--- config.mk ---
export PLATFORM = sky130hd
export DESIGN_NAME = csr_regs
export DESIGN_NICKNAME = d
export VERILOG_FILES = /design/src/include/csr_pkg.sv /design/src/design/csr_regs.sv /design/src/design/csr_fault_decode.sv
export SDC_FILE = /design/constraint.sdc
export NUM_CORES = 1
export LEC_CHECK = 0
export BUFFER_PORTS_ARGS = -buffer_cell sky130_fd_sc_hd__buf_2
export CAP_MARGIN = 20
export CORE_ASPECT_RATIO = 1.75
export CORE_MARGIN = 2
export CORE_UTILIZATION = 48
export DETAILED_ROUTE_END_ITERATION = 7
export PLACE_DENSITY = 0.9
export SLEW_MARGIN = 20
export SYNTH_ARGS = -nofsm -noshare
export SYNTH_HDL_FRONTEND = slang
export SYNTH_HIERARCHICAL = 1
export SYNTH_SLANG_ARGS = --single-unit
--- constraint.sdc ---
create_clock -name ref_clk -period 4.6 [get_ports ref_clk]
set_input_delay 0.92 -clock ref_clk [delete_from_list [all_inputs] [get_ports ref_clk]]
set_output_delay 0.92 -clock ref_clk [all_outputs]
set_load 0.02 [all_outputs]
--- src/include/csr_pkg.sv ---
package csr_pkg;
  localparam logic [1:0] ADDR_MAIN = 2'h0;
  localparam logic [1:0] ADDR_FAULT = 2'h1;
  localparam logic [1:0] ADDR_PDIR = 2'h2;
  localparam logic [1:0] ADDR_EXT = 2'h3;
  localparam int B_PROT = 0;
  localparam int B_WAITMON = 1;
  localparam int B_SOFTTRAP = 2;
  localparam int B_TASKSW = 3;
  localparam int B_FIXED = 4;
  localparam int B_FPUINT = 5;
  localparam int B_WGUARD = 16;
  localparam int B_ALIGNM = 18;
  localparam int B_WTHRU = 29;
  localparam int B_FILLOFF = 30;
  localparam int B_PAGING = 31;
  localparam int B_PWT = 3;
  localparam int B_PCD = 4;
  localparam int B_STAMP = 2;
  localparam int B_IOBRK = 3;
  localparam int B_GLOBAL = 7;
  localparam int B_PERF = 8;
  localparam int B_FLAG_AC = 18;
  localparam logic [31:0] MAIN_WMASK = 32'hE005002F;
  localparam logic [31:0] MAIN_RESET = 32'h00000010;
  localparam logic [31:0] PDIR_WMASK = 32'hFFFFF018;
  localparam logic [31:0] EXT_WMASK = 32'h0000018C;
  localparam logic [31:0] ZERO_RESET = 32'h00000000;
  localparam logic [7:0] VEC_FPU_UNAVAIL = 8'h07;
  localparam logic [7:0] VEC_FPU_ERROR = 8'h10;
  localparam logic [1:0] BRK_EXEC = 2'h0;
  localparam logic [1:0] BRK_WRITE = 2'h1;
  localparam logic [1:0] BRK_IO = 2'h2;
  localparam logic [1:0] BRK_RW = 2'h3;
endpackage : csr_pkg

--- src/design/csr_regs.sv ---
// Strobed register access and the address map were decided locally.
`timescale 1ns/1ps
// Overview of operation
// - main_control bit 0 selects protected mode; clear means real-mode addressing
// - WAIT faults 7 when wait_monitor_fpu and task_switched_flag both set
// - fpu_soft_trap makes every fpu opcode fault 7; WAIT unaffected alone
// - Hardware sets task_switched_flag on task switch; fpu opcodes then fault
// - fpu_fault_internal routes fpu errors to vector 16, else external signalling
// - supervisor_write_guard makes read-only page writes fault at every privilege
// - Alignment faults need both align_check_mask and align_check_flag
// - cache_write_through set: every write, hits included, goes to the bus
// - cache_write_through clear: bus writes only on miss, dirty replacement, inquiry
// - cache_fill_off stops line fills; hits, write updates, inquiries continue
// - Paging active with paging_on and protected mode, after a branch
// - fault_address captures the page-fault linear address, latest fault wins
// - page_dir_base holds upper 20 bits plus PCD bit 4 and PWT bit 3; other low bits stay zero
// - Unpaged cycles drive page_uncached and page_write_thru onto pins
// - stamp_read_priv limits timestamp reads to privilege 0
// - io_break_ext selects breakpoint decode with I/O type
// - global_page_on keeps global TLB entries across switches and base writes
// - perf_count_user allows perf counter reads at any privilege
// - Low 16 bits of main_control alias as machine_status_word
// - align_check_flag in flags register enables alignment faults
module csr_regs
  import csr_pkg::*;
(
  input wire logic ref_clk,
  input wire logic rst_b,
  input wire logic clk_en,
  input wire logic [1:0] reg_addr,
  input wire logic [31:0] reg_wdata,
  input wire logic reg_wr,
  input wire logic reg_rd,
  input wire logic msw_sel,
  output logic [31:0] reg_rdata,
  input wire logic task_switch,
  input wire logic page_fault,
  input wire logic [31:0] fault_linear_addr,
  input wire logic branch_taken,
  input wire logic [31:0] flags_register,
  input wire logic [1:0] current_privilege,
  input wire logic is_wait,
  input wire logic is_fpu_opcode,
  input wire logic is_stamp_read,
  input wire logic is_perf_read,
  input wire logic fpu_error,
  input wire logic page_write,
  input wire logic page_read_only,
  input wire logic mem_misaligned,
  input wire logic cache_write,
  input wire logic cache_hit,
  input wire logic dirty_replace,
  input wire logic inquiry,
  input wire logic cache_miss,
  input wire logic paged_cycle,
  input wire logic bus_cycle,
  input wire logic [1:0] brk_type,
  output logic protected_mode_on,
  output logic paging_active,
  output logic fault_fpu_unavail,
  output logic fault_priv,
  output logic fpu_vec_valid,
  output logic [7:0] fpu_vec,
  output logic fpu_error_ext,
  output logic fault_write_protect,
  output logic fault_align,
  output logic bus_write_req,
  output logic fill_allow,
  output logic page_uncached,
  output logic page_write_thru,
  output logic [31:0] tlb_flush_nonglobal_only,
  output logic brk_exec,
  output logic brk_write,
  output logic brk_io,
  output logic brk_read_write,
  output logic handler_ready
);
  logic rst_s1, rst_sync;
  always_ff @(posedge ref_clk or negedge rst_b) begin
    if (!rst_b) begin
      rst_s1 <= 1'b0;
      rst_sync <= 1'b0;
    end else begin
      rst_s1 <= 1'b1;
      rst_sync <= rst_s1;
    end
  end

  logic [31:0] main_control, fault_address, page_dir_base, extension_control;
  logic [31:0] next_main_control, next_fault_address, next_page_dir_base, next_extension_control;
  logic paging_pending, next_paging_pending;
  logic paging_eff, next_paging_eff;

  function automatic logic [31:0] merge(input logic [31:0] old, input logic [31:0] wd, input logic [31:0] msk);
    merge = (old & ~msk) | (wd & msk);
  endfunction : merge

  always_comb begin
    next_main_control = main_control;
    next_fault_address = fault_address;
    next_page_dir_base = page_dir_base;
    next_extension_control = extension_control;
    next_paging_pending = paging_pending;
    next_paging_eff = paging_eff;
    if (reg_wr) begin
      unique case (reg_addr)
        ADDR_MAIN: begin
          // Fixed bit kept by the write mask, not by trust in software
          if (msw_sel) begin
            next_main_control = merge(main_control, reg_wdata, MAIN_WMASK & 32'h0000FFFF);
          end else begin
            next_main_control = merge(main_control, reg_wdata, MAIN_WMASK);
          end
        end
        ADDR_FAULT: next_fault_address = reg_wdata;
        ADDR_PDIR: next_page_dir_base = merge(page_dir_base, reg_wdata, PDIR_WMASK);
        ADDR_EXT: next_extension_control = merge(extension_control, reg_wdata, EXT_WMASK);
      endcase
    end
    if (next_main_control[B_PAGING] != main_control[B_PAGING]) begin
      next_paging_pending = 1'b1;
    end
    // Paging change waits for the branch that follows it
    if (branch_taken && paging_pending) begin
      next_paging_eff = main_control[B_PAGING];
      next_paging_pending = 1'b0;
    end
    // Hardware set wins over a software clear in the same cycle
    if (task_switch) begin
      next_main_control[B_TASKSW] = 1'b1;
    end
    if (page_fault && paging_active) begin
      next_fault_address = fault_linear_addr;
    end
  end

  always_ff @(posedge ref_clk or negedge rst_sync) begin
    if (!rst_sync) begin
      main_control <= MAIN_RESET;
      fault_address <= ZERO_RESET;
      page_dir_base <= ZERO_RESET;
      extension_control <= ZERO_RESET;
      paging_pending <= 1'b0;
      paging_eff <= 1'b0;
    end else if (clk_en) begin
      main_control <= next_main_control;
      fault_address <= next_fault_address;
      page_dir_base <= next_page_dir_base;
      extension_control <= next_extension_control;
      paging_pending <= next_paging_pending;
      paging_eff <= next_paging_eff;
    end
  end

  logic dec_fpu, dec_priv;
  csr_fault_decode csr_fault_decode_i (
    .main_control(main_control),
    .extension_control(extension_control),
    .is_wait(is_wait),
    .is_fpu_opcode(is_fpu_opcode),
    .is_stamp_read(is_stamp_read),
    .is_perf_read(is_perf_read),
    .current_privilege(current_privilege),
    .fault_fpu_unavail(dec_fpu),
    .fault_priv(dec_priv)
  );

  logic [31:0] next_rdata;
  logic n_pm, n_pa, n_fvv, n_fext, n_wp, n_al, n_bw, n_fa, n_pcd, n_pwt;
  logic [7:0] n_fvec;
  logic [31:0] n_tlb;
  logic n_be, n_bwr, n_bio, n_brw, n_hr;
  always_comb begin
    next_rdata = 32'h00000000;
    if (reg_rd) begin
      unique case (reg_addr)
        ADDR_MAIN: next_rdata = msw_sel ? {16'h0000, main_control[15:0]} : main_control;
        ADDR_FAULT: next_rdata = fault_address;
        ADDR_PDIR: next_rdata = page_dir_base;
        ADDR_EXT: next_rdata = extension_control;
      endcase
    end
    n_pm = main_control[B_PROT];
    n_pa = paging_eff & main_control[B_PROT];
    n_fvv = fpu_error & main_control[B_FPUINT];
    n_fvec = main_control[B_FPUINT] ? VEC_FPU_ERROR : VEC_FPU_UNAVAIL;
    n_fext = fpu_error & ~main_control[B_FPUINT];
    n_wp = page_write & page_read_only & (main_control[B_WGUARD] | (current_privilege == 2'h3));
    n_al = mem_misaligned & main_control[B_ALIGNM] & flags_register[B_FLAG_AC];
    n_bw = main_control[B_WTHRU] ? cache_write : ((cache_write & cache_miss) | dirty_replace | inquiry);
    n_fa = cache_miss & ~main_control[B_FILLOFF];
    n_pcd = page_uncached;
    n_pwt = page_write_thru;
    if (bus_cycle && (!paged_cycle || !n_pa)) begin
      n_pcd = page_dir_base[B_PCD];
      n_pwt = page_dir_base[B_PWT];
    end
    // Bit set: flush non-global entries only on switch or base write
    n_tlb = {31'h00000000, extension_control[B_GLOBAL] & (task_switch | (reg_wr & reg_addr == ADDR_PDIR))};
    n_be = extension_control[B_IOBRK] ? (brk_type == BRK_EXEC) : (brk_type == BRK_EXEC);
    n_bwr = brk_type == BRK_WRITE;
    n_bio = extension_control[B_IOBRK] & (brk_type == BRK_IO);
    n_brw = brk_type == BRK_RW;
    n_hr = ~(page_fault & paging_active);
  end

  always_ff @(posedge ref_clk or negedge rst_sync) begin
    if (!rst_sync) begin
      reg_rdata <= ZERO_RESET;
      protected_mode_on <= 1'b0;
      paging_active <= 1'b0;
      fault_fpu_unavail <= 1'b0;
      fault_priv <= 1'b0;
      fpu_vec_valid <= 1'b0;
      fpu_vec <= VEC_FPU_UNAVAIL;
      fpu_error_ext <= 1'b0;
      fault_write_protect <= 1'b0;
      fault_align <= 1'b0;
      bus_write_req <= 1'b0;
      fill_allow <= 1'b0;
      page_uncached <= 1'b0;
      page_write_thru <= 1'b0;
      tlb_flush_nonglobal_only <= ZERO_RESET;
      brk_exec <= 1'b0;
      brk_write <= 1'b0;
      brk_io <= 1'b0;
      brk_read_write <= 1'b0;
      handler_ready <= 1'b0;
    end else if (clk_en) begin
      reg_rdata <= next_rdata;
      protected_mode_on <= n_pm;
      paging_active <= n_pa;
      fault_fpu_unavail <= dec_fpu;
      fault_priv <= dec_priv;
      fpu_vec_valid <= n_fvv;
      fpu_vec <= n_fvec;
      fpu_error_ext <= n_fext;
      fault_write_protect <= n_wp;
      fault_align <= n_al;
      bus_write_req <= n_bw;
      fill_allow <= n_fa;
      page_uncached <= n_pcd;
      page_write_thru <= n_pwt;
      tlb_flush_nonglobal_only <= n_tlb;
      brk_exec <= n_be;
      brk_write <= n_bwr;
      brk_io <= n_bio;
      brk_read_write <= n_brw;
      handler_ready <= n_hr;
    end
  end

  AST_TS_SET: assert property (@(posedge ref_clk) disable iff (!rst_sync)
    (task_switch && clk_en) |=> main_control[B_TASKSW]) else $error("task switch flag not set");
  AST_FIXED_BIT: assert property (@(posedge ref_clk) disable iff (!rst_sync)
    main_control[B_FIXED]) else $error("fixed bit changed");
  AST_FAULT_CAP: assert property (@(posedge ref_clk) disable iff (!rst_sync)
    (page_fault && paging_active && clk_en) |=> fault_address == $past(fault_linear_addr)) else $error("fault address");
  AST_ALIGN: assert property (@(posedge ref_clk) disable iff (!rst_sync)
    (clk_en && !main_control[B_ALIGNM]) |=> !fault_align) else $error("align fault while masked");
  AST_PAGING: assert property (@(posedge ref_clk) disable iff (!rst_sync)
    paging_active |-> $past(main_control[B_PROT])) else $error("paging without protection");
  AST_FILL: assert property (@(posedge ref_clk) disable iff (!rst_sync)
    (clk_en && main_control[B_FILLOFF]) |=> !fill_allow) else $error("fill while off");
  AST_WTHRU: assert property (@(posedge ref_clk) disable iff (!rst_sync)
    (clk_en && main_control[B_WTHRU] && cache_write) |=> bus_write_req) else $error("write-through missed");
  AST_FPU7: assert property (@(posedge ref_clk) disable iff (!rst_sync)
    (clk_en && is_fpu_opcode && main_control[B_SOFTTRAP]) |=> fault_fpu_unavail) else $error("soft trap missed");
  AST_STAMP: assert property (@(posedge ref_clk) disable iff (!rst_sync)
    (clk_en && is_stamp_read && extension_control[B_STAMP] && current_privilege != 2'h0) |=> fault_priv)
    else $error("stamp read not blocked");
endmodule : csr_regs

--- src/design/csr_fault_decode.sv ---
`timescale 1ns/1ps
module csr_fault_decode
  import csr_pkg::*;
(
  input wire logic [31:0] main_control,
  input wire logic [31:0] extension_control,
  input wire logic is_wait,
  input wire logic is_fpu_opcode,
  input wire logic is_stamp_read,
  input wire logic is_perf_read,
  input wire logic [1:0] current_privilege,
  output logic fault_fpu_unavail,
  output logic fault_priv
);
  always_comb begin
    fault_fpu_unavail = (is_wait & main_control[B_WAITMON] & main_control[B_TASKSW]) |
      (is_fpu_opcode & (main_control[B_SOFTTRAP] | main_control[B_TASKSW]));
    fault_priv = (is_stamp_read & extension_control[B_STAMP] & (current_privilege != 2'h0)) |
      (is_perf_read & ~extension_control[B_PERF] & (current_privilege != 2'h0));
  end
endmodule : csr_fault_decode

==> run metrics, run 1 <==
Worst Tran Pin Value 0.727 ns; Slew HR about 52%; Die Y between 100 and 150 µm; clk_skew roughly 0.012 ns; # setup viols final 0; Crit path arrival time approximately 3 ns; RSZ-0062 raised after global routing false; clock tree from TritonCTS built; Post-synth top flop dfrtp_1; internal reg-to-reg setup slack about 2.2 ns; Fill cells just over 900; I/O pin count 215; DIE AREA ~0.013 mm²; crit start category input pin; reg2reg path depth 4; syn_area_per_cell 12.3 µm²; clock tree buffer depth 2; Final Hold Fails 0; Chip Width 87.4 µm; register area share after synthesis 53.2%; Core Region between 0.01 and 0.015 mm²; wire length per cell roughly 18 µm; # resized after CTS 0; Post-synth EDFFs 0; Tcrit/Tclk final a little over 60%; number of global-route vias before repair around 4.4k; Hold Slack around 0.27 ns; register area around 0.0031 mm²; crit path time final about 2.8 ns; setup bufs post-CTS 0; CTS buffer count 17; H-tree levels 4; layout cells sized above 1 between 40% and 50%; initial antenna violation count 0; Max Cap Viol 0; crit-path max FO 25; clock sinks 124; First-pass DRT Iterations 5; Static Leakage 3.45 nW; Power Density between 400 and 500 mW/mm²; nets@finish around 740; Worst Path Required ~4.9 ns; worst setup path endpoint fault_address[20]; # DRC 0; FMAX approximately 360 MHz; final core occ between 50% and 60%; r2r endpoint fault_address[20]; Final Slew Violations 0; WL final about 14 mm; Cells after Synth around 470; CTS Root Cell clkbuf_16; hold_buf cts 0; Vias/cell around 5.5; Hold Crit Class flip-flop to async pin; GRT Overall Usage between 20% and 30%; first-pass GRT wire length around 22 mm; Yosys Warn Count 6; ys async rst share 100%; Post-Syn Area 0.00584 mm²; Final Power about 3.5 mW; num rows 53; Post-Layout Cell Count ~770; post-DP HPWL 10.0 mm; Syn-to-layout area delta 21.0%; Critical path origin clk_en; Fin Setup TNS 0 ns; Routed Antenna Nets 0; grt total ovfl 0; placed cells approximately 730; routed vias 4,187; First DRT Iteration DRCs 240; port bufs between 100 and 150; IR drop worst, VDD approximately 280 µV; CP Capture Type flip-flop; clock slew at reported path FFs 0.06 ns; multi-input logic area between 0.002 and 0.0025 mm²; Placer Congestion ~0.84; Setup CP Type input pin to flip-flop; Yosys reg bits about 120; antenna fix cells 0; largest net degree at the start of global routing 79; status finished clean; Initial Util roughly half; RR Startpoint paging_active; Cell variety after synth 46; Clock Latency Late Sink about 0.40 ns
[sequential cells by signal, indices dropped and copies added (netlist names), 2 cells and up]
name               count
fpu_vec                2
main_control          10
page_dir_base         22
fault_address         32
reg_rdata             32
extension_control      4
[cell type report]
class                   count  area share, %
clock buffers              18           6.22
inverters                  38           2.02
well taps                 137           2.43
clock inverters            14           2.41
multi-input cells         283           31.8
flip-flops and latches    124           44.0
repair buffers            151           11.1
[layer usage]
metal	vias to the layer above	GRT usage, %	share of wire [%]
met5	-	0	0
met1	2068	24.4	36
li1	1877	-	-
met4	0	10.7	3.8
met3	43	4.96	5.6
met2	199	38.1	54
[stage by stage]
stage,worst slack (ns),area (µm²)
global placement,1.44,6420
floorplan,0.891,5960
detailed placement,1.39,6420
CTS,1.81,7030
global route,1.70,7060
finish,1.80,7060
[critical path, stage by stage]
cell and delay, ns:
buf_2 0.39, inv_2 0.35, a21oi_4 0.61, buf_4 0.42
mux2_2 0.38
[synth_stat cells (7+ instances only)]
library cell	instances	area, µm²
a21oi_1	7	35.0
nand2_1	12	45.0
dfrtp_1	123	3080
mux2_2	84	946
o21ai_0	35	175
nand3_1	10	50.1
mux2i_1	10	100
a22oi_1	21	158
buf_6	10	113
inv_1	37	139
buf_4	41	308
[power by group]
part / switching [mW] / internal (mW)
combinational: 0.317 / 0.295
sequential: 0.145 / 1.33
clock: 0.493 / 0.868
total: 0.954 / 2.50
[how the worst min path moves through the flow]
stage / from / endpoint / slack [ns] / cells past startpoint
after floorplan: rst_s1 / rst_sync / 0.33 / 0
after global placement: rst_s1 / rst_sync / 0.34 / 0
after detailed placement: rst_s1 / rst_sync / 0.34 / 0
after global routing: rst_b / rst_sync / 0.27 / 1
final: rst_sync / reg_rdata[26] / 0.27 / 0
after CTS: rst_b / rst_sync / 0.28 / 1
[cell usage in the layout, fill, tap and decap left out, types with 3 or more instances in the layout]
cell type and count:
clkbuf_16 17, mux2_1 3, nor2_1 6, o21ai_1 5
dfrtp_1 122, a22o_1 6, nand3_1 10, bufinv_16 3
buf_2 147, o21ai_0 35, a31oi_1 3, mux2i_1 10
nand4_1 5, inv_1 37, o2bb2ai_1 3, conb_1 36
mux2_2 84, mux2_4 5, clkinv_2 4, a32o_1 6
buf_4 3, nand2_1 12, a21oi_1 7, clkinv_4 5
a22oi_1 21
[cell families after synthesis]
logic type | synth area share [%]
compound gates | 10.6
flops | 53.2
mux | 20.2
other cells | 0.129
buf+inv | 10.5
simple gates | 5.21
xor+xnor | 0.150
Power figures use the tool's default switching activity.
==> run 2, diff against run 1 <==
--- a/config.mk
+++ b/config.mk
@@ -5,13 +5,14 @@
 export SDC_FILE = /design/constraint.sdc
 export NUM_CORES = 1
 export LEC_CHECK = 0
+export ABC_AREA = 1
 export BUFFER_PORTS_ARGS = -buffer_cell sky130_fd_sc_hd__buf_2
 export CAP_MARGIN = 20
 export CORE_ASPECT_RATIO = 1.75
 export CORE_MARGIN = 2
-export CORE_UTILIZATION = 48
+export CORE_UTILIZATION = 45
 export DETAILED_ROUTE_END_ITERATION = 7
-export PLACE_DENSITY = 0.9
+export PLACE_DENSITY = 0.89
 export SLEW_MARGIN = 20
 export SYNTH_ARGS = -nofsm -noshare
 export SYNTH_HDL_FRONTEND = slang
==> constraint.sdc (replaced) <==
create_clock -name ref_clk -period 2.5 [get_ports ref_clk]
set_input_delay 0.5 -clock ref_clk [delete_from_list [all_inputs] [get_ports ref_clk]]
set_output_delay 0.5 -clock ref_clk [all_outputs]
set_load 0.02 [all_outputs]
==> run 2 against run 1 <==
  * Clock skew grew 0.00055 ns
  * Critical path depth shrank 3
  * Register-to-register slack lost 1.2 ns
  * Die area grew 4.3%
==> run metrics, run 2 <==
WL final 15.5 mm; commonest non-fill, non-tap cell in the layout nand2_1; RSZ-0062 raised after global routing false; clock tree buffer depth 2; Die Y ~150 µm; GRT Overall Usage 23.7%; CTS Root Cell clkbuf_16; largest net degree at the start of global routing 106; layout cells sized above 1 approximately a quarter; Synth area leader dfrtp_1; syn_area_per_cell 8.75 µm²; Post-Syn Area 0.00571 mm²; # resized after CTS 0; Initial Util between 40% and 50%; clock tree from TritonCTS built; top flop regs fault_address (32), reg_rdata (32), page_dir_base (22); crit-path max FO 23; Met3 Wirelength a little over 1 mm; register area share after synthesis approximately 54%; Post-synth EDFFs 0; port bufs between 100 and 150; First DRT Iteration DRCs about 380; Worst Tran Pin Value ~0.61 ns; CTS buffer count 17; Final Slew Violations 0; H-tree levels 4; clock slew at reported path FFs around 0.060 ns; Slew HR just under 60%; I/O pin count roughly 220; num rows 54; Clock Latency Late Sink around 0.42 ns; Crit path arrival time around 1.3 ns; CP Capture Type primary output; Metal-1 WL about 5.7 mm; Fin Setup TNS 0 ns; Max Cap Viol 0; most frequent cells after synthesis nand2_1, dfrtp_1, inv_1; first-pass GRT wire length approximately 25 mm; DIE AREA 0.0137 mm²; # setup viols final 0; Cells after Synth between 600 and 700; Post-synth top flop dfrtp_1; Yosys reg bits 124; First-pass DRT Iterations 6; Placer Congestion about 0.88; met2 WL around 8 mm; Final Hold Fails 0; nets@finish 924; Core Region 0.0124 mm²; initial antenna violation count 3; grt total ovfl 0; Hold Crit Class flip-flop to async pin; most frequent cells in the layout nand2_1, buf_2, dfrtp_1; Static Leakage 3.77 nW; crit start category flip-flop; clk_skew roughly 0.012 ns; post-DP HPWL about 11 mm; Routed Antenna Nets 0; wire length per cell 15.8 µm; Syn-to-layout area delta 25.4%; status finished clean; Fill cells ~1.1k; Cell variety after synth 33; IR drop worst, VDD between 500 and 600 µV; top cells by area, synth dfrtp_1, nand2_1, buf_4; Worst Path Required roughly 2 ns; crit path time final around 1.8 ns; most common cell in the netlist nand2_1; top layer in use met4; Hold Slack 0.200 ns; Power Density approximately 930 mW/mm²; ys async rst share 100%; Synth top area share between 50 and 60%; routed vias a little over 5k; Final Power 6.69 mW; Chip Width 89.2 µm; Vias/cell 5.20; Yosys Warn Count 6; Tcrit/Tclk final 71.1%; reg2reg path depth 5; clock sinks between 100 and 150; number of global-route vias before repair around 5k; FMAX ~560 MHz; Setup CP Type flip-flop to primary output; # DRC 0
## run 2: cell types whose count changed in the layout (fill, tap and decap cells not counted), moves of 10 or more
cell      delta
nor2_1      +31
a21oi_1     +10
nand3_1     +41
o211ai_1    +19
nand2_1    +140
mux2_2      -81
inv_1       +28
o21ai_0     +18
a31oi_1     +19
a22oi_1     -21
mux2i_1     -10
## run 2: where the power goes
group          internal (mW)  switching, mW
Combinational          0.436          0.775
Sequential              2.47          0.255
Clock                   1.83          0.927
## run 2: routing by layer
metal / vias up / global-route usage [%]
met5: - / 0
met4: 0 / 12.9
met3: 42 / 6.26
met2: 250 / 39.3
met1: 2428 / 27.0
li1: 2379 / -
## run 2: per-stage QoR
stage / cells / instance area [µm²] / util, % / worst slack [ns]
final: 981 / 7170 / 57.6 / 0.722
after global routing: 981 / 7170 / 57.6 / 0.660
after CTS: 979 / 7160 / 57.6 / 0.716
after detailed placement: 946 / 6490 / 52.2 / 0.466
after global placement: 946 / 6490 / 52.2 / 0.550
after floorplan: 687 / 5840 / - / 0.434
## run 2: critical path: stages, from the launching register on
cell     delay [ns]
dfrtp_1        0.35
buf_4          0.28
buf_2          0.22
## run 2: final timing paths
path | start | end | slack (ns)
worst max-delay path | paging_active | paging_active | 0.72
worst min-delay path | rst_sync | reg_rdata[25] | 0.20
worst max register to register | paging_active | fault_address[25] | 1.02
worst min register to register | rst_sync | reg_rdata[25] | 0.20
max in group asynchronous | rst_sync | fault_address[2] | 1.43
min in group ref_clk | reg_wdata[0] | main_control[0] | 0.30
## run 2: logic make-up (layout without fill, tap and decap cells)
kind of cell    count (synthesis)  count (layout)  synth area share (%)
simple gates                  256             256                  18.7
flops                         124             124                  54.3
buf+inv                       136             260                  12.0
compound gates                132             132                  14.2
other cells                     2              38                 0.131
mux                             3               3                 0.591
## run 2: layout make-up
cell class	count	area [µm²]	area share, %
Antenna cell	2	5.00	0.0698
Clock buffer	19	453	6.32
Clock inverter	13	211	2.95
Inverter	67	251	3.51
Multi-Input combinational cell	427	2060	28.7
Sequential cell	124	3110	43.4
Tap cell	168	210	2.93
Timing Repair Buffer	161	868	12.1
## run 2: repair_timing
item / CTS / global route
setup buffers: 0 / 0
hold buffers: 1 / 0
hold endpoints to repair: 2 / 0
setup endpoints to repair: 0 / 0
